`src/design/pfk_defines.svh`:
```
// Purpose: constants for the panel function key controller
// Assumes: 20 MHz clock, APB register access
// Notes: settings are held in fixed-point units of their step, except time dial reset: tenths of a second, 1 s step
`ifndef PFK_DEFINES_SVH
`define PFK_DEFINES_SVH
`define PFK_CHG_WIN_MS 10000
`define PFK_CLK_KHZ 20000
`define PFK_CHG_WIN_CYC (`PFK_CHG_WIN_MS * `PFK_CLK_KHZ)
`define PFK_A_CTRL 12'h000
`define PFK_A_CMD 12'h004
`define PFK_A_OPTMAP 12'h008
`define PFK_A_STAT 12'h00C
`define PFK_A_TMUL 12'h010
`define PFK_A_TADD 12'h014
`define PFK_A_MRT 12'h018
`define PFK_A_HCTM 12'h01C
`define PFK_A_HCTD 12'h020
`define PFK_A_TDR 12'h024
`define PFK_A_SEF 12'h028
`define PFK_TMUL_MIN 16'h0001
`define PFK_TMUL_MAX 16'h00FA
`define PFK_TADD_MIN 16'h0000
`define PFK_TADD_MAX 16'h0BB8
`define PFK_MRT_MIN 16'h0064
`define PFK_MRT_MAX 16'h03E8
`define PFK_HCTM_MIN 16'h000A
`define PFK_HCTM_MAX 16'h0140
`define PFK_HCTD_MIN 16'h0010
`define PFK_HCTD_MAX 16'h0096
`define PFK_TDR_MIN 16'h0001
`define PFK_TDR_MAX 16'h012C
`define PFK_TDR_STEP 16'h000A
`define PFK_SEF_MIN 16'h0005
`define PFK_SEF_MAX 16'h00C8
`define PFK_K_GND 4'h0
`define PFK_K_NRC 4'h1
`define PFK_K_SUP 4'h2
`define PFK_K_AP1 4'h3
`define PFK_K_OP1 4'h6
`define PFK_OPT_FTB 4'h4
`define PFK_OPT_SEF 4'h1
`endif

```
`src/design/pfk_pkg.sv`:
```
// Purpose: types for the panel function key controller
// Assumes: nothing
// Notes: option codes 1..9, 0 means unassigned
package pfk_pkg;
	typedef enum logic [1:0] {
		PFK_IDLE = 2'b00,
		PFK_CHANGE = 2'b01
	} pfk_mode_type;
	typedef logic [3:0] pfk_opt_type;
endpackage
```
`src/design/pfk_ctrl.sv`:
```
// Purpose: operator panel function keys, latched functions and settings
// Assumes: keys are level pins, remote commands are apb writes
// Notes: remote commands at CMD; bit31 marks a source as supervisory
//
// The APB slave port and the register offsets are this design's own decisions.
`include "pfk_defines.svh"
// Overview of operation
// RULE_01 - nine keys, local or remote activation
// RULE_02 - leds show state from any source
// RULE_03 - change key then function key within 10s
// RULE_04 - one change ends change mode
// RULE_05 - change mode times out unchanged
// RULE_06 - ground trip block suppresses ground sensing
// RULE_07 - non-reclosing inhibits reclose, curve unchanged
// RULE_08 - supervisory off rejects rear and discrete commands
// RULE_09 - front port always works
// RULE_10 - supervisory off set from panel only
// RULE_11 - data and metering still readable
// RULE_12 - trip, close, hot line tag unaffected
// RULE_13 - four profiles, exactly one active
// RULE_14 - normal profile when no alternate led
// RULE_15 - alternate key toggles profile select
// RULE_16 - profiles selectable by remote command
// RULE_17 - options map to nine functions, none default
// RULE_18 - fast trip blocked uses delayed curve only
// RULE_19 - sef pickup from 0.5 A, 0.1 A steps
// RULE_20 - time multiplier 0.1 to 25 step 0.1
// RULE_21 - time adder 0 to 30 s step 0.01
// RULE_22 - minimum response 0.1 to 1 s step 0.001
// RULE_23 - high current multiplier 1 to 32 step 0.1
// RULE_24 - high current delay 0.016 to 0.150 s
// RULE_25 - time dial reset 0.1 to 30 s step 1
module pfk_ctrl #(
	parameter int unsigned CHG_WIN_CYC = `PFK_CHG_WIN_CYC
) (
	input wire logic mclk_i,
	input wire logic rstn_i,
	input wire logic psel_i,
	input wire logic penable_i,
	input wire logic pwrite_i,
	input wire logic [11:0] paddr_i,
	input wire logic [31:0] pwdata_i,
	output logic [31:0] prdata_o,
	output logic pready_o,
	output logic pslverr_o,
	input wire logic change_key_i,
	input wire logic [8:0] func_key_i,
	input wire logic [3:0] disc_cmd_i,
	input wire logic trip_pb_i,
	input wire logic close_pb_i,
	input wire logic hot_tag_i,
	output logic [8:0] key_led_o,
	output logic ground_sense_inhibit_o,
	output logic reclose_inhibit_o,
	output logic sup_off_o,
	output logic [1:0] profile_o,
	output logic fast_curve_en_o,
	output logic delayed_curve_only_o,
	output logic sef_en_o,
	output logic [9:1] opt_func_en_o,
	output logic trip_o,
	output logic close_o,
	output logic hot_tag_o,
	output logic disc_rejected_o
);
	import pfk_pkg::*;

	typedef struct packed {
		logic [2:0] chg_s;
		logic [26:0] fk_s;
		logic [11:0] dc_s;
		logic chg_k;
		logic [8:0] fk_k;
		logic [3:0] dc_k;
		pfk_mode_type mode;
		logic [31:0] tmr;
		logic gnd;
		logic nrc;
		logic sup;
		logic [1:0] prof;
		logic [2:0] opt_on;
		pfk_opt_type [2:0] opt_map;
		logic [15:0] tmul;
		logic [15:0] tadd;
		logic [15:0] mrt;
		logic [15:0] hctm;
		logic [15:0] hctd;
		logic [15:0] tdr;
		logic [15:0] sef;
		logic [31:0] rdata;
		logic rej;
	} pfk_st_type;

	pfk_st_type st_r;
	pfk_st_type st_nxt;
	logic [1:0] rst_sync_r;
	logic rst_n;
	logic [8:0] fk_edge;
	logic chg_edge;
	logic [3:0] dc_edge;
	logic wr;
	logic rd;
	logic [8:0] led;
	logic [9:1] opt_en;

	function automatic logic [15:0] clampv(input logic [15:0] v,
		input logic [15:0] lo, input logic [15:0] hi);
		clampv = (v < lo) ? lo : ((v > hi) ? hi : v);
	endfunction

	// apply one function command; key index k, set or clear
	function automatic pfk_st_type apply(input pfk_st_type s,
		input logic [3:0] k, input logic on);
		pfk_st_type t;
		t = s;
		if (k == `PFK_K_GND) begin
			t.gnd = on; // [RULE_06]
		end else if (k == `PFK_K_NRC) begin
			t.nrc = on; // [RULE_07]
		end else if (k == `PFK_K_SUP) begin
			t.sup = on;
		end else if (k >= `PFK_K_AP1 && k < `PFK_K_OP1) begin
			// one profile at a time; reselect returns to normal [RULE_13]
			if (on && s.prof != 2'(k - `PFK_K_AP1 + 4'h1)) begin
				t.prof = 2'(k - `PFK_K_AP1 + 4'h1); // [RULE_15]
			end else if (s.prof == 2'(k - `PFK_K_AP1 + 4'h1)) begin
				t.prof = 2'h0; // [RULE_14]
			end
		end else if (k < 4'h9) begin
			t.opt_on[2'(k - `PFK_K_OP1)] = on;
		end
		apply = t;
	endfunction

	always_ff @(posedge mclk_i or negedge rstn_i) begin
		if (!rstn_i) begin
			rst_sync_r <= 2'h0;
		end else begin
			rst_sync_r <= {rst_sync_r[0], 1'b1};
		end
	end
	assign rst_n = rst_sync_r[1];

	// edges only when 2nd and 3rd sync stages agree on a new level
	assign chg_edge = (st_r.chg_s[1] == st_r.chg_s[2]) &&
		st_r.chg_s[2] && !st_r.chg_k;
	always_comb begin
		for (int i = 0; i < 9; i++) begin
			fk_edge[i] = (st_r.fk_s[3*i+1] == st_r.fk_s[3*i+2]) &&
				st_r.fk_s[3*i+2] && !st_r.fk_k[i];
		end
		for (int i = 0; i < 4; i++) begin
			dc_edge[i] = (st_r.dc_s[3*i+1] == st_r.dc_s[3*i+2]) &&
				st_r.dc_s[3*i+2] && !st_r.dc_k[i];
		end
	end

	assign wr = psel_i && penable_i && pwrite_i;
	assign rd = psel_i && !penable_i && !pwrite_i;

	always_comb begin
		opt_en = '0;
		for (int i = 0; i < 3; i++) begin
			if (st_r.opt_map[i] != 4'h0 && st_r.opt_on[i]) begin
				opt_en[st_r.opt_map[i]] = 1'b1; // [RULE_17]
			end
		end
		led[0] = st_r.gnd; // [RULE_02]
		led[1] = st_r.nrc;
		led[2] = st_r.sup;
		for (int i = 0; i < 3; i++) begin
			led[3+i] = (st_r.prof == 2'(i + 1)); // [RULE_14]
			led[6+i] = (st_r.opt_map[i] != 4'h0) && st_r.opt_on[i];
		end
	end

	always_comb begin
		st_nxt = st_r;
		st_nxt.rej = 1'b0;
		st_nxt.chg_s = {st_r.chg_s[1:0], change_key_i};
		for (int i = 0; i < 9; i++) begin
			st_nxt.fk_s[3*i +: 3] = {st_r.fk_s[3*i +: 2], func_key_i[i]};
		end
		for (int i = 0; i < 4; i++) begin
			st_nxt.dc_s[3*i +: 3] = {st_r.dc_s[3*i +: 2], disc_cmd_i[i]};
		end
		if (st_r.chg_s[1] == st_r.chg_s[2]) begin
			st_nxt.chg_k = st_r.chg_s[2];
		end
		for (int i = 0; i < 9; i++) begin
			if (st_r.fk_s[3*i+1] == st_r.fk_s[3*i+2]) begin
				st_nxt.fk_k[i] = st_r.fk_s[3*i+2];
			end
		end
		for (int i = 0; i < 4; i++) begin
			if (st_r.dc_s[3*i+1] == st_r.dc_s[3*i+2]) begin
				st_nxt.dc_k[i] = st_r.dc_s[3*i+2];
			end
		end
		// panel change mode
		case (st_r.mode)
			PFK_IDLE: begin
				if (chg_edge) begin
					st_nxt.mode = PFK_CHANGE; // [RULE_03]
					st_nxt.tmr = CHG_WIN_CYC - 1;
				end
			end
			PFK_CHANGE: begin
				if (fk_edge != 9'h000) begin
					for (int i = 8; i >= 0; i--) begin
						if (fk_edge[i]) begin
							st_nxt = apply(st_nxt, 4'(i), !led[i]); // [RULE_01]
						end
					end
					st_nxt.mode = PFK_IDLE; // [RULE_04]
				end else if (st_r.tmr == 32'h0) begin
					st_nxt.mode = PFK_IDLE; // [RULE_05]
				end else begin
					st_nxt.tmr = st_r.tmr - 32'h1;
				end
			end
			default: st_nxt.mode = PFK_IDLE;
		endcase
		// discrete inputs: ground on/off, nonreclose on/off
		for (int i = 0; i < 4; i++) begin
			if (dc_edge[i]) begin
				if (st_r.sup) begin
					st_nxt.rej = 1'b1; // [RULE_08]
				end else begin
					st_nxt = apply(st_nxt, 4'(i >> 1), !i[0]);
				end
			end
		end
		// remote command word: [3:0] key, [4] on, [31] rear supervisory
		if (wr && paddr_i == `PFK_A_CMD) begin
			if (pwdata_i[31] && st_r.sup) begin
				st_nxt.rej = 1'b1; // [RULE_08]
			end else if (pwdata_i[3:0] != `PFK_K_SUP) begin
				// front port (bit31 low) passes regardless [RULE_09]
				st_nxt = apply(st_nxt, pwdata_i[3:0], pwdata_i[4]); // [RULE_16]
			end
			// supervisory off never taken remotely [RULE_10]
		end else if (wr && paddr_i == `PFK_A_OPTMAP) begin
			for (int i = 0; i < 3; i++) begin
				st_nxt.opt_map[i] = (pwdata_i[4*i +: 4] > 4'h9) ?
					4'h0 : pwdata_i[4*i +: 4];
			end
		end else if (wr && paddr_i == `PFK_A_TMUL) begin
			st_nxt.tmul = clampv(pwdata_i[15:0], `PFK_TMUL_MIN,
				`PFK_TMUL_MAX); // [RULE_20]
		end else if (wr && paddr_i == `PFK_A_TADD) begin
			st_nxt.tadd = clampv(pwdata_i[15:0], `PFK_TADD_MIN,
				`PFK_TADD_MAX); // [RULE_21]
		end else if (wr && paddr_i == `PFK_A_MRT) begin
			st_nxt.mrt = clampv(pwdata_i[15:0], `PFK_MRT_MIN,
				`PFK_MRT_MAX); // [RULE_22]
		end else if (wr && paddr_i == `PFK_A_HCTM) begin
			st_nxt.hctm = clampv(pwdata_i[15:0], `PFK_HCTM_MIN,
				`PFK_HCTM_MAX); // [RULE_23]
		end else if (wr && paddr_i == `PFK_A_HCTD) begin
			st_nxt.hctd = clampv(pwdata_i[15:0], `PFK_HCTD_MIN,
				`PFK_HCTD_MAX); // [RULE_24]
		end else if (wr && paddr_i == `PFK_A_TDR) begin
			// tenths of a second, snapped to whole seconds above 0.1
			st_nxt.tdr = clampv((pwdata_i[15:0] < `PFK_TDR_STEP) ?
				`PFK_TDR_MIN : pwdata_i[15:0] - (pwdata_i[15:0] %
				`PFK_TDR_STEP), `PFK_TDR_MIN, `PFK_TDR_MAX); // [RULE_25]
		end else if (wr && paddr_i == `PFK_A_SEF) begin
			st_nxt.sef = clampv(pwdata_i[15:0], `PFK_SEF_MIN,
				`PFK_SEF_MAX); // [RULE_19]
		end
		// read data always served, supervisory off or not [RULE_11]
		if (rd) begin
			if (paddr_i == `PFK_A_CTRL) begin
				st_nxt.rdata = {30'h0, st_r.mode == PFK_CHANGE, st_r.sup};
			end else if (paddr_i == `PFK_A_OPTMAP) begin
				st_nxt.rdata = {20'h0, st_r.opt_map[2], st_r.opt_map[1],
					st_r.opt_map[0]};
			end else if (paddr_i == `PFK_A_STAT) begin
				st_nxt.rdata = {21'h0, st_r.prof, led};
			end else if (paddr_i == `PFK_A_TMUL) begin
				st_nxt.rdata = {16'h0, st_r.tmul};
			end else if (paddr_i == `PFK_A_TADD) begin
				st_nxt.rdata = {16'h0, st_r.tadd};
			end else if (paddr_i == `PFK_A_MRT) begin
				st_nxt.rdata = {16'h0, st_r.mrt};
			end else if (paddr_i == `PFK_A_HCTM) begin
				st_nxt.rdata = {16'h0, st_r.hctm};
			end else if (paddr_i == `PFK_A_HCTD) begin
				st_nxt.rdata = {16'h0, st_r.hctd};
			end else if (paddr_i == `PFK_A_TDR) begin
				st_nxt.rdata = {16'h0, st_r.tdr};
			end else if (paddr_i == `PFK_A_SEF) begin
				st_nxt.rdata = {16'h0, st_r.sef};
			end else begin
				st_nxt.rdata = 32'h0;
			end
		end
	end

	always_ff @(posedge mclk_i or negedge rst_n) begin
		if (!rst_n) begin
			st_r.chg_s <= '0;
			st_r.fk_s <= '0;
			st_r.dc_s <= '0;
			st_r.chg_k <= 1'b0;
			st_r.fk_k <= '0;
			st_r.dc_k <= '0;
			st_r.mode <= PFK_IDLE;
			st_r.tmr <= '0;
			st_r.gnd <= 1'b0;
			st_r.nrc <= 1'b0;
			st_r.sup <= 1'b0;
			st_r.prof <= 2'h0;
			st_r.opt_on <= '0;
			st_r.opt_map <= '0; // [RULE_17]
			st_r.tmul <= `PFK_TMUL_MIN;
			st_r.tadd <= `PFK_TADD_MIN;
			st_r.mrt <= `PFK_MRT_MIN;
			st_r.hctm <= `PFK_HCTM_MIN;
			st_r.hctd <= `PFK_HCTD_MIN;
			st_r.tdr <= `PFK_TDR_MIN;
			st_r.sef <= `PFK_SEF_MIN;
			st_r.rdata <= '0;
			st_r.rej <= 1'b0;
		end else begin
			st_r.chg_s <= st_nxt.chg_s;
			st_r.fk_s <= st_nxt.fk_s;
			st_r.dc_s <= st_nxt.dc_s;
			st_r.chg_k <= st_nxt.chg_k;
			st_r.fk_k <= st_nxt.fk_k;
			st_r.dc_k <= st_nxt.dc_k;
			st_r.mode <= st_nxt.mode;
			st_r.tmr <= st_nxt.tmr;
			st_r.gnd <= st_nxt.gnd;
			st_r.nrc <= st_nxt.nrc;
			st_r.sup <= st_nxt.sup;
			st_r.prof <= st_nxt.prof;
			st_r.opt_on <= st_nxt.opt_on;
			st_r.opt_map <= st_nxt.opt_map;
			st_r.tmul <= st_nxt.tmul;
			st_r.tadd <= st_nxt.tadd;
			st_r.mrt <= st_nxt.mrt;
			st_r.hctm <= st_nxt.hctm;
			st_r.hctd <= st_nxt.hctd;
			st_r.tdr <= st_nxt.tdr;
			st_r.sef <= st_nxt.sef;
			st_r.rdata <= st_nxt.rdata;
			st_r.rej <= st_nxt.rej;
		end
	end

	assign prdata_o = st_r.rdata;
	assign pready_o = 1'b1;
	assign pslverr_o = 1'b0;
	assign key_led_o = led; // [RULE_02]
	assign ground_sense_inhibit_o = st_r.gnd; // [RULE_06]
	assign reclose_inhibit_o = st_r.nrc; // [RULE_07]
	assign sup_off_o = st_r.sup;
	assign profile_o = st_r.prof; // [RULE_13]
	assign fast_curve_en_o = !opt_en[`PFK_OPT_FTB]; // [RULE_18]
	assign delayed_curve_only_o = opt_en[`PFK_OPT_FTB]; // [RULE_18]
	assign sef_en_o = opt_en[`PFK_OPT_SEF]; // [RULE_19]
	assign opt_func_en_o = opt_en;
	// direct paths, independent of supervisory off [RULE_12]
	assign trip_o = trip_pb_i;
	assign close_o = close_pb_i;
	assign hot_tag_o = hot_tag_i;
	assign disc_rejected_o = st_r.rej;
endmodule // pfk_ctrl

```
`config.mk`:
```
export PLATFORM = sky130hd
export DESIGN_NAME = pfk_ctrl
export DESIGN_NICKNAME = d
export VERILOG_FILES = /design/src/design/pfk_pkg.sv /design/src/design/pfk_ctrl.sv
export VERILOG_INCLUDE_DIRS = /design/src /design/src/design
export SDC_FILE = /design/constraint.sdc
export NUM_CORES = 1
export LEC_CHECK = 0
export BUFFER_PORTS_ARGS = -buffer_cell sky130_fd_sc_hd__buf_4
export CORE_UTILIZATION = 46
export DETAILED_ROUTE_END_ITERATION = 8
export PLACE_DENSITY = 0.76
export SLEW_MARGIN = 20
export SYNTH_ARGS = -nofsm -noshare
export SYNTH_HDL_FRONTEND = slang
export SYNTH_SLANG_ARGS = --single-unit
```
`constraint.sdc`:
```
create_clock -name mclk_i -period 8.4 [get_ports mclk_i]
set_clock_uncertainty 0.05 [all_clocks]
set_input_delay 1.26 -clock mclk_i [delete_from_list [all_inputs] [get_ports mclk_i]]
set_output_delay 1.26 -clock mclk_i [all_outputs]
set_load 0.01 [all_outputs]
```
==> flow_metrics.py, run 1 <==
metrics = {
    "sta": {
        "holdWs_ps": 279.5,
        "rsz0062_at_grt": "true",
        "fin_crit_ps": 8199,
        "tns_ps": 0,
        "setup_violations": 0,
        "slew_viol_final": 0,
        "finalHoldViolCount": 0,
        "worst_slew_pin_slew_ps": 919.3,
        "timing.final.crit_share": 0.9760,
        "fmax_ghz": 0.1220,
        "slew_headroom": 0.3871,
    },
    "placed_design": {
        "dpl.hpwl_um": 27220,
        "globalplace.congestion": 0.8912,
        "port_buffers": 90,
    },
    "worst_setup_path": {
        "r2r_slack_ps": 3710,
        "path_max_fanout": 7,
        "rr_startpoint": "st_r[236]",
        "crit_path_frequent_cell": "a21o_1",
        "critPathLaunchType": "input port",
        "arrival_ps": 8570,
        "r2r-end": "st_r[196]",
        "crit_slowest_cell": "or4b_4",
        "required_ps": 8770,
        "crit_path_max_incr_delay_ps": 560,
        "r2r_cells": 16,
        "path_class": "in2reg",
        "end_kind": "register",
    },
    "route": {
        "wire_per_inst_um": 19.23,
        "first_iter_violations": 1352,
        "ant_nets": 0,
        "vias": 12434,
        "drc_errors": 5,
        "vias_per_cell": 6.045,
        "drt-total-wl_um": 39560,
        "dr.pass1.iters": 9,
    },
    "floorplanning": {
        "start_util": 0.4663,
        "die_y_um": 175.1,
        "core-area_sq_mm": 0.02956,
        "die_w_um": 175.1,
        "num_rows": 63,
        "die_area_sq_mm": 0.03066,
        "io_pins": 130,
    },
    "synthesis": {
        "synth-seq-cells": 240,
        "synth_area_per_cell_sq_um": 9.213,
        "synth.area.top_cells": "dfrtp_1 42%, nand2_1 4.1%, o21ai_0 3.4%",
        "synth_top_area_frac": 0.4176,
        "netlist_instances": 1496,
        "synth_area_sq_mm": 0.01378,
        "async_reset_ff_frac": 1.000,
        "synth_edf_count": 0,
        "synth-seq-area-share": 0.4366,
        "synth_warnings": 0,
        "yosys.area.top_type": "dfrtp_1",
        "yosysUniqueCellTypes": 95,
        "synth_top_flop_cell": "dfrtp_1",
        "yosysMostFrequentCell": "dfrtp_1",
        "netlist_top_cells_count": "230 x dfrtp_1, 150 x nand2_1, 104 x nor2_1, 93 x o21ai_0, 71 x clkbuf_1",
    },
    "power": {
        "peakVddDrop_mv": 0.1869,
        "p_sw_mw": 1.025,
        "seqPwrFrac": 0.389,
        "comb_power_share": 0.258,
        "swShare": 0.3069,
        "p_leak_nw": 7.277,
        "p_int_mw": 2.316,
        "pwr-share-clk": 0.353,
        "power_per_cell_area_mw_per_mm2": 202.3,
    },
    "clock_network": {
        "hold_buffers": 0,
        "worstSkewPairLatency_ps": 550,
        "cts_tree": "built",
        "clk_path_buf_depth": 3,
        "clock-sinks": 240,
        "cts_root_buffer": "clkbuf_16",
        "numCtsBuffers": 25,
        "clkSlewWorstSetupHoldPaths_ps": 60,
        "htree_levels": 1,
    },
    "global_routing": {
        "gr-total-overflow": 0,
        "grt.total_usage": 0.2534,
        "grt_pass1_vias": 12074,
        "antenna_found_initial": 0,
        "grt_max_degree": 74,
        "grt_pass1_wl_um": 63090,
    },
    "min_path": {
        "hold_start": "st_r[240]",
        "min_path_cells": 0,
        "hold_path.class": "reg2reg",
        "min_to": "st_r[241]",
    },
    "layout": {
        "area_delta_synth_final_pct": 19.83,
        "finish.net_count": 1743,
        "final_layout_size_suffix_gt1_frac": 0.2173,
    },
    "outcome": {
        "violations": "DRC",
        "status": "finished with violations",
    },
    "job": {
        "cap_violations": 0,
    },
}
layer usage:
layer,track usage,part of all wire
met5,0,0
met4,0.06159,0.020
met3,0.05091,0.082
met2,0.4177,0.47
met1,0.3415,0.42
repair_timing:
action	CTS	global route
cloned	0	0
resized for setup	9	44
setup buffers	1	15
pin swaps	3	35
endpoints found under the setup margin	7	9
stage by stage:
| step | utilization | setup WS, ps | instances | cell area (sq um) | power (mW) |
|---|---|---|---|---|---|
| floorplan | - | 41.05 | 1524 | 13900 | 1.811 |
| global placement | 0.5180 | -652.7 | 1995 | 15310 | 2.080 |
| detailed placement | 0.5180 | -696.5 | 1995 | 15310 | 2.110 |
| CTS | 0.5507 | 1.708 | 2042 | 16280 | 3.297 |
| global route | 0.5587 | -89.50 | 2056 | 16510 | 3.484 |
| finish | 0.5588 | 201.3 | 2057 | 16520 | 3.341 |
worst max path at each step:
stage / from / end / cells after the start
after global routing: pwdata_i[11] / st_r[54] / 36
after global placement: pwdata_i[15] / st_r[54] / 32
final: pwdata_i[12] / st_r[54] / 35
after floorplan: pwdata_i[15] / st_r[51] / 34
after detailed placement: pwdata_i[13] / st_r[52] / 32
after CTS: pwdata_i[11] / st_r[52] / 36
kinds of logic after synthesis:
kind of cell / synth area share
other cells: 0.0005449
simple gates: 0.2004
flops: 0.4366
buf+inv: 0.06427
fa+ha+maj: 0.02805
mux: 0.02288
xor+xnor: 0.02224
compound gates: 0.2250
cell usage in the layout (no fill, tap or decap), types with 7 or more instances in the layout:
| cell type | synthesis | routed |
|---|---|---|
| nor3b_1 | 8 | 8 |
| mux2i_1 | 9 | 9 |
| o21ai_1 | 4 | 7 |
| dfrtp_1 | 230 | 229 |
| a21oi_1 | 67 | 63 |
| a211o_1 | 9 | 8 |
| o31ai_1 | 15 | 14 |
| a211oi_1 | 12 | 11 |
| buf_4 | 47 | 225 |
| clkbuf_16 | 0 | 25 |
| nor4_1 | 15 | 15 |
| a31oi_1 | 27 | 27 |
| nand3_1 | 54 | 54 |
| xnor2_1 | 19 | 19 |
| a222oi_1 | 18 | 18 |
| and2_1 | 40 | 40 |
| conb_1 | 2 | 30 |
| dfstp_2 | 10 | 10 |
| nor2_1 | 104 | 101 |
| xor2_1 | 16 | 16 |
| nor3_1 | 41 | 41 |
| nand3b_1 | 17 | 17 |
| nand2_1 | 150 | 149 |
| mux2_2 | 19 | 19 |
| a22oi_1 | 26 | 26 |
| o22ai_1 | 9 | 9 |
| nor2b_1 | 27 | 25 |
| nand4_1 | 13 | 13 |
| or3_1 | 14 | 14 |
| a21o_1 | 21 | 21 |
| nand2b_1 | 22 | 22 |
| and3_1 | 10 | 10 |
| inv_1 | 42 | 42 |
| o211ai_1 | 8 | 8 |
| a22o_1 | 15 | 15 |
| o21ai_0 | 93 | 87 |
| or4_1 | 9 | 9 |
| o221ai_1 | 9 | 8 |
| ha_1 | 30 | 30 |
power by group through the flow:
stage	clock network [mW]	logic (mW)	registers, mW
floorplan	0	0.517	1.29
global placement	0	0.768	1.31
detailed placement	0	0.793	1.32
CTS	1.19	0.811	1.30
global route	1.24	0.939	1.31
finish	1.18	0.862	1.30
critical path, delay by kind of cell:
family	cells	cell delay, ps
AOI/OAI and AO/OA	19	3830
buffers and inverters	4	530
adders and majority gates	1	310
xor gates and xnor gates	1	140
and+or+nand+nor	10	2500
state kept, by name, summed over array words and instances (netlist names):
signal / cells
prdata_o: 16
reclose_inhibit_o: 1
st_r: 216
rst_sync_r: 2
disc_rejected_o: 1
profile_o: 2
sup_off_o: 1
ground_sense_inhibit_o: 1
cell type report:
cell class / instances / area, sq um
Fill cell: 2579 / 13040
Multi-Input combinational cell: 1104 / 7182
Sequential cell: 240 / 6022
Timing Repair Buffer: 232 / 1777
Clock buffer: 34 / 699.4
Tap cell: 390 / 488.0
Clock inverter: 12 / 181.4
Inverter: 44 / 165.2
Antenna cell: 1 / 2.502
(Power assumes the default switching activity.)
==> inputs of run 2 (changes only) <==
--- a/config.mk
+++ b/config.mk
@@ -7,6 +7,7 @@
 export NUM_CORES = 1
 export LEC_CHECK = 0
 export BUFFER_PORTS_ARGS = -buffer_cell sky130_fd_sc_hd__buf_4
+export CORE_MARGIN = 5
 export CORE_UTILIZATION = 46
 export DETAILED_ROUTE_END_ITERATION = 8
 export PLACE_DENSITY = 0.76
==> run 2 against run 1 <==
Net effect:
- the flow now finishes without violations
- total power fell by 3.4%
- via count fell by 0.27%
- sequential share of layout area rose by 0.36 points
- first-iteration DRC count fell by 8.5%
- maximum frequency rose by 0.77%
- final cell count fell by 1.1%
- critical path depth fell by 1
- hold slack got worse by 88 ps
- global-route usage fell by 2.9 points
- worst setup slack improved by 63 ps
- critical endpoint unchanged
==> flow_metrics.py, run 2 (synthesis results as in run 1) <==
metrics = {
    "worst_setup_path": {
        "critPathLaunchType": "input port",
        "path_class": "in2reg",
        "crit_slowest_cell": "or4b_4",
        "crit_path_max_incr_delay_ps": 570,
        "required_ps": 8760,
        "arrival_ps": 8490,
        "end_kind": "register",
        "path_max_fanout": 7,
    },
    "global_routing": {
        "grt_pass1_wl_um": 62670,
        "grt_max_degree": 157,
        "gr-total-overflow": 0,
        "grt.total_usage": 0.2240,
        "grt_pass1_vias": 12015,
        "antenna_found_initial": 0,
    },
    "floorplanning": {
        "die_w_um": 183.1,
        "num_rows": 63,
        "start_util": 0.4650,
        "io_pins": 130,
        "core-area_sq_mm": 0.02964,
        "die_area_sq_mm": 0.03353,
        "die_y_um": 183.1,
    },
    "layout": {
        "largest_register_ffs": 216,
        "fill_cells": 2601,
        "mostFrequentLayoutCell": "dfrtp_1",
        "multi_input_area_sq_mm": 0.007259,
        "final_cell_mix": "229 x dfrtp_1, 205 x buf_4, 149 x nand2_1",
        "finish.net_count": 1722,
        "ff_latch_area_sq_mm": 0.006022,
        "top_register": "st_r",
        "final_layout_size_suffix_gt1_frac": 0.2073,
        "diodes": 0,
        "area_delta_synth_final_pct": 18.67,
        "final_cell_count_no_fill": 2035,
    },
    "route": {
        "vias_per_cell": 6.093,
        "wire_per_inst_um": 19.29,
        "drt-total-wl_um": 39250,
        "ant_nets": 0,
        "first_iter_violations": 1237,
        "dr.pass1.iters": 7,
        "drc_errors": 0,
        "vias": 12400,
    },
    "clock_network": {
        "numCtsBuffers": 25,
        "clock-sinks": 240,
        "htree_levels": 1,
        "cts_tree": "built",
        "clk_path_buf_depth": 3,
        "worstSkewPairLatency_ps": 530,
        "clkSlewWorstSetupHoldPaths_ps": 60,
        "cts_root_buffer": "clkbuf_16",
        "hold_buffers": 0,
    },
    "sta": {
        "setup_violations": 0,
        "finalWorstSetupSlack_ps": 264.4,
        "tns_ps": 0,
        "slew_headroom": 0.4036,
        "worst_slew_pin_slew_ps": 891.3,
        "fmax_ghz": 0.1229,
        "finalHoldViolCount": 0,
        "fin_crit_ps": 8136,
        "slew_viol_final": 0,
        "timing.final.crit_share": 0.9685,
    },
    "placed_design": {
        "port_buffers": 90,
        "dp_cells": 1975,
        "globalplace.congestion": 0.8944,
        "place_ws_ps": -637.7,
        "dpl.hpwl_um": 26640,
    },
    "power": {
        "p_leak_nw": 7.154,
        "power_per_cell_area_mw_per_mm2": 197.3,
        "peakVddDrop_mv": 0.1695,
    },
    "job": {
        "cap_violations": 0,
    },
    "outcome": {
        "status": "finished clean",
    },
    "min_path": {
        "hold_path.class": "reg2async",
    },
}
==> run 2: cell count changes in the layout (fill, tap and decap cells not counted), moves of 3 or more <==
cell and change:
bufinv_16 -3, a211oi_2 +4, buf_6 -4, clkbuf_1 +5
a211oi_1 -3, buf_4 -20
==> run 2: worst paths after layout <==
kind                               start        end  slack, ps  cells past startpoint
setup / recovery            pwdata_i[12]   st_r[54]        260                     34
hold / removal             rst_sync_r[1]  st_r[217]        190                      0
setup reg to reg               st_r[236]  st_r[196]       3910                     16
hold reg to reg            rst_sync_r[1]  st_r[217]        190                      0
max in group asynchronous  rst_sync_r[1]   st_r[95]       6990                      1
min in group mclk_i            st_r[240]  st_r[241]        290                      0
==> run 2: final cells by class <==
class / instances / area share
Clock inverter: 8 / 0.005431
Timing Repair Buffer: 210 / 0.09959
Tap cell: 390 / 0.02983
Clock buffer: 38 / 0.04307
Multi-Input combinational cell: 1105 / 0.4438
Sequential cell: 240 / 0.3682
Inverter: 44 / 0.01010
==> run 2: per-layer routing <==
metal | vias up | track usage | wire length, um
met5 | - | 0 | 0
met4 | 0 | 0.06436 | 1136
met3 | 106 | 0.05058 | 3765
met2 | 619 | 0.3555 | 18130
met1 | 5997 | 0.3103 | 16230
li1 | 5678 | - | -
==> run 2: worst max-delay path: cells and delay by family <==
| family | cells | cell delay (ps) |
|---|---|---|
| AND/OR/NAND/NOR | 3 | 1080 |
| XOR/XNOR | 1 | 160 |
| adder cells (fa/ha/maj) | 1 | 330 |
| AO/OA/AOI/OAI | 24 | 4750 |
| multiplexers | 2 | 450 |
| buffers and inverters | 3 | 450 |
==> run 2: where the power goes <==
group | internal (mW) | leakage, nW | switching [mW]
registers | 1.21 | 3.04 | 0.0964
clock network | 0.615 | 0.382 | 0.460
logic | 0.382 | 3.73 | 0.459
total | 2.21 | 7.15 | 1.01
==> run 2: what timing repair did <==
action / CTS / global route
resized for setup: 3 / 55
pin swaps: 0 / 29
gates cloned: 0 / 2
endpoints found under the setup margin: 7 / 9
buffers inserted: 0 / 11
==> run 2: per-stage QoR <==
| stage | hold slack [ps] | utilization | cell area, sq um | total power [mW] |
|---|---|---|---|---|
| detailed placement | 284.7 | 0.5119 | 15170 | 2.096 |
| CTS | 291.2 | 0.5391 | 15980 | 3.164 |
| floorplan | 281.2 | - | 13900 | 1.811 |
| global placement | 283.3 | 0.5119 | 15170 | 2.069 |
| finish | 191.4 | 0.5519 | 16360 | 3.227 |
| global route | 227.0 | 0.5519 | 16360 | 3.377 |
==> inputs of run 3 (changes only) <==
--- a/config.mk
+++ b/config.mk
@@ -8,9 +8,9 @@
 export LEC_CHECK = 0
 export BUFFER_PORTS_ARGS = -buffer_cell sky130_fd_sc_hd__buf_4
 export CORE_MARGIN = 5
-export CORE_UTILIZATION = 46
+export CORE_UTILIZATION = 49
 export DETAILED_ROUTE_END_ITERATION = 8
-export PLACE_DENSITY = 0.76
+export PLACE_DENSITY = 0.8
 export SLEW_MARGIN = 20
 export SYNTH_ARGS = -nofsm -noshare
 export SYNTH_HDL_FRONTEND = slang
==> constraint.sdc (replaced) <==
create_clock -name mclk_i -period 7.5 [get_ports mclk_i]
set_clock_uncertainty 0.05 [all_clocks]
set_input_delay 1.125 -clock mclk_i [delete_from_list [all_inputs] [get_ports mclk_i]]
set_output_delay 1.125 -clock mclk_i [all_outputs]
set_load 0.01 [all_outputs]
==> run 3 against run 2 <==
Net effect:
- the run now ends with setup timing left
- hold slack gained 68 ps
- final area increased by 2.6%
- non-clock buffer count grew 30
- combinational power is 25% higher
==> flow_metrics.py, run 3 (synthesis results as in run 1) <==
metrics = {
    "outcome": {
        "status": "finished with violations",
        "violations": "setup timing",
    },
    "layout": {
        "final_cell_mix": "231 x buf_4, 229 x dfrtp_1, 148 x nand2_1",
        "area_delta_synth_final_pct": 21.78,
        "multi_input_area_sq_mm": 0.007366,
        "ff_latch_area_sq_mm": 0.006022,
        "final_layout_size_suffix_gt1_frac": 0.2376,
        "largest_register_ffs": 216,
        "fill_cells": 2259,
        "mostFrequentLayoutCell": "buf_4",
        "top_register": "st_r",
        "design_area_sq_mm": 0.01678,
        "post-route-util": 0.6042,
        "finish.net_count": 1752,
    },
    "worst_setup_path": {
        "r2r_cells": 17,
        "path_max_fanout": 7,
        "crit_path_max_incr_delay_ps": 550,
        "arrival_ps": 8460,
        "r2r_slack_ps": 2470,
        "rr_startpoint": "st_r[236]",
        "path_class": "in2reg",
        "crit_path_frequent_cell": "buf_4",
        "cpLargestDelayFamily": "compound AO/OA/AOI/OAI gates",
        "crit_slowest_cell": "or4b_4",
        "end_kind": "register",
        "crit_buf_inv": 5,
        "r2r-end": "st_r[196]",
        "critPathLaunchType": "input port",
        "required_ps": 7870,
    },
    "power": {
        "peakVddDrop_mv": 0.1782,
        "power_mw": 3.828,
        "p_leak_nw": 7.385,
        "power_per_cell_area_mw_per_mm2": 228.1,
    },
    "clock_network": {
        "clk_path_buf_depth": 3,
        "clock-sinks": 240,
        "numCtsBuffers": 26,
        "cts_tree": "built",
        "cts_root_buffer": "clkbuf_16",
        "clkSlewWorstSetupHoldPaths_ps": 60,
        "worstSkewPairLatency_ps": 550,
        "hold_buffers": 0,
        "htree_levels": 1,
    },
    "sta": {
        "slew_headroom": 0.4099,
        "timing.final.crit_share": 1.078,
        "setup_violations": 9,
        "worst_slew_pin_slew_ps": 878.4,
        "rsz0062_at_grt": "true",
        "finalWorstSetupSlack_ps": -585.4,
        "fin_crit_ps": 8085,
        "fmax_ghz": 0.1237,
        "slew_viol_final": 0,
        "finalHoldViolCount": 0,
    },
    "route": {
        "drc_errors": 0,
        "first_iter_violations": 1549,
        "ant_nets": 0,
        "vias": 12896,
        "wire_per_inst_um": 19.92,
        "dr.pass1.iters": 6,
        "drt-total-wl_um": 40930,
        "vias_per_cell": 6.278,
    },
    "placed_design": {
        "place_area_sq_mm": 0.01532,
        "globalplace.congestion": 0.9297,
        "port_buffers": 90,
        "dpl.hpwl_um": 27170,
    },
    "floorplanning": {
        "core-area_sq_mm": 0.02778,
        "die_area_sq_mm": 0.03158,
        "die_w_um": 177.7,
        "io_pins": 130,
        "num_rows": 61,
        "die_y_um": 177.7,
        "start_util": 0.4961,
    },
    "global_routing": {
        "grt_pass1_vias": 12375,
        "grt.total_usage": 0.2487,
        "grt_pass1_wl_um": 64490,
        "gr-total-overflow": 0,
        "antenna_found_initial": 1,
        "grt_max_degree": 199,
    },
    "min_path": {
        "hold_path.class": "reg2async",
    },
    "job": {
        "cap_violations": 0,
    },
}
==> run 3: routing by layer <==
layer,wire length [um],vias to the layer above,share of wire,GRT usage
li1,-,5742,-,-
met1,16230,6253,0.40,0.3368
met2,19120,740,0.47,0.4011
met3,3839,159,0.094,0.04410
met4,1722,2,0.042,0.09346
met5,19,-,0.00046,0
==> run 3: worst max-delay path by stage <==
stage                     to  slack [ps]  depth (start not counted)    startpoint
floorplan           st_r[51]        -390                         34  pwdata_i[15]
global placement    st_r[51]        -910                         35  pwdata_i[11]
detailed placement  st_r[51]       -1050                         35  pwdata_i[11]
CTS                 st_r[54]        -210                         32  pwdata_i[11]
global route        st_r[54]        -800                         36  pwdata_i[11]
finish              st_r[52]        -590                         35  pwdata_i[11]
==> run 3: worst reg2reg max path: stages (launching register included) <==
cell	delay, ps
dfrtp_1	380
ha_1	190
nand2b_1	210
o2111ai_1	150
o31a_1	370
nor2_1	390
o21ai_0	160
buf_4	200
or4_1	480
nor2_1	150
nand2_1	130
or3_1	360
or4_1	510
or4_1	550
nor2_1	280
nand2_1	110
xor2_1	160
nor2_1	60
==> run 3: timing repair <==
| item | CTS | global route |
|---|---|---|
| pin swaps | 28 | 22 |
| buffers inserted | 21 | 9 |
| setup endpoints to repair | 9 | 9 |
| gates cloned | 0 | 0 |
| resized for setup | 41 | 29 |
==> run 3: stage by stage <==
stage	hold slack [ps]	TNS (ps)	std cells	setup WS, ps
3_5_place_dp	279.6	-8686	1976	-1048
5_1_grt	301.6	-6804	2053	-796.3
2_1_floorplan	281.2	-2738	1524	-394.9
4_1_cts	280.7	-1334	2043	-207.2
3_3_place_gp	276.5	-7375	1976	-905.4
6_report	258.9	-4940	2054	-585.4
==> run 3: final cells by class <==
| type | count | share of cell area |
|---|---|---|
| clock buffers | 36 | 0.04458 |
| multi-input cells | 1104 | 0.4388 |
| clock inverters | 11 | 0.008573 |
| repair buffers | 240 | 0.1111 |
| inverters | 44 | 0.009840 |
| diodes | 1 | 0.0001491 |
| well taps | 378 | 0.02818 |
| flip-flops and latches | 240 | 0.3588 |
==> run 3: power breakdown <==
part | leakage [nW] | internal [mW] | switching [mW] | total, mW
sequential | 3.04 | 1.36 | 0.0916 | 1.45
clock | 0.441 | 0.799 | 0.532 | 1.33
combinational | 3.90 | 0.474 | 0.571 | 1.05
total | 7.38 | 2.63 | 1.19 | 3.83
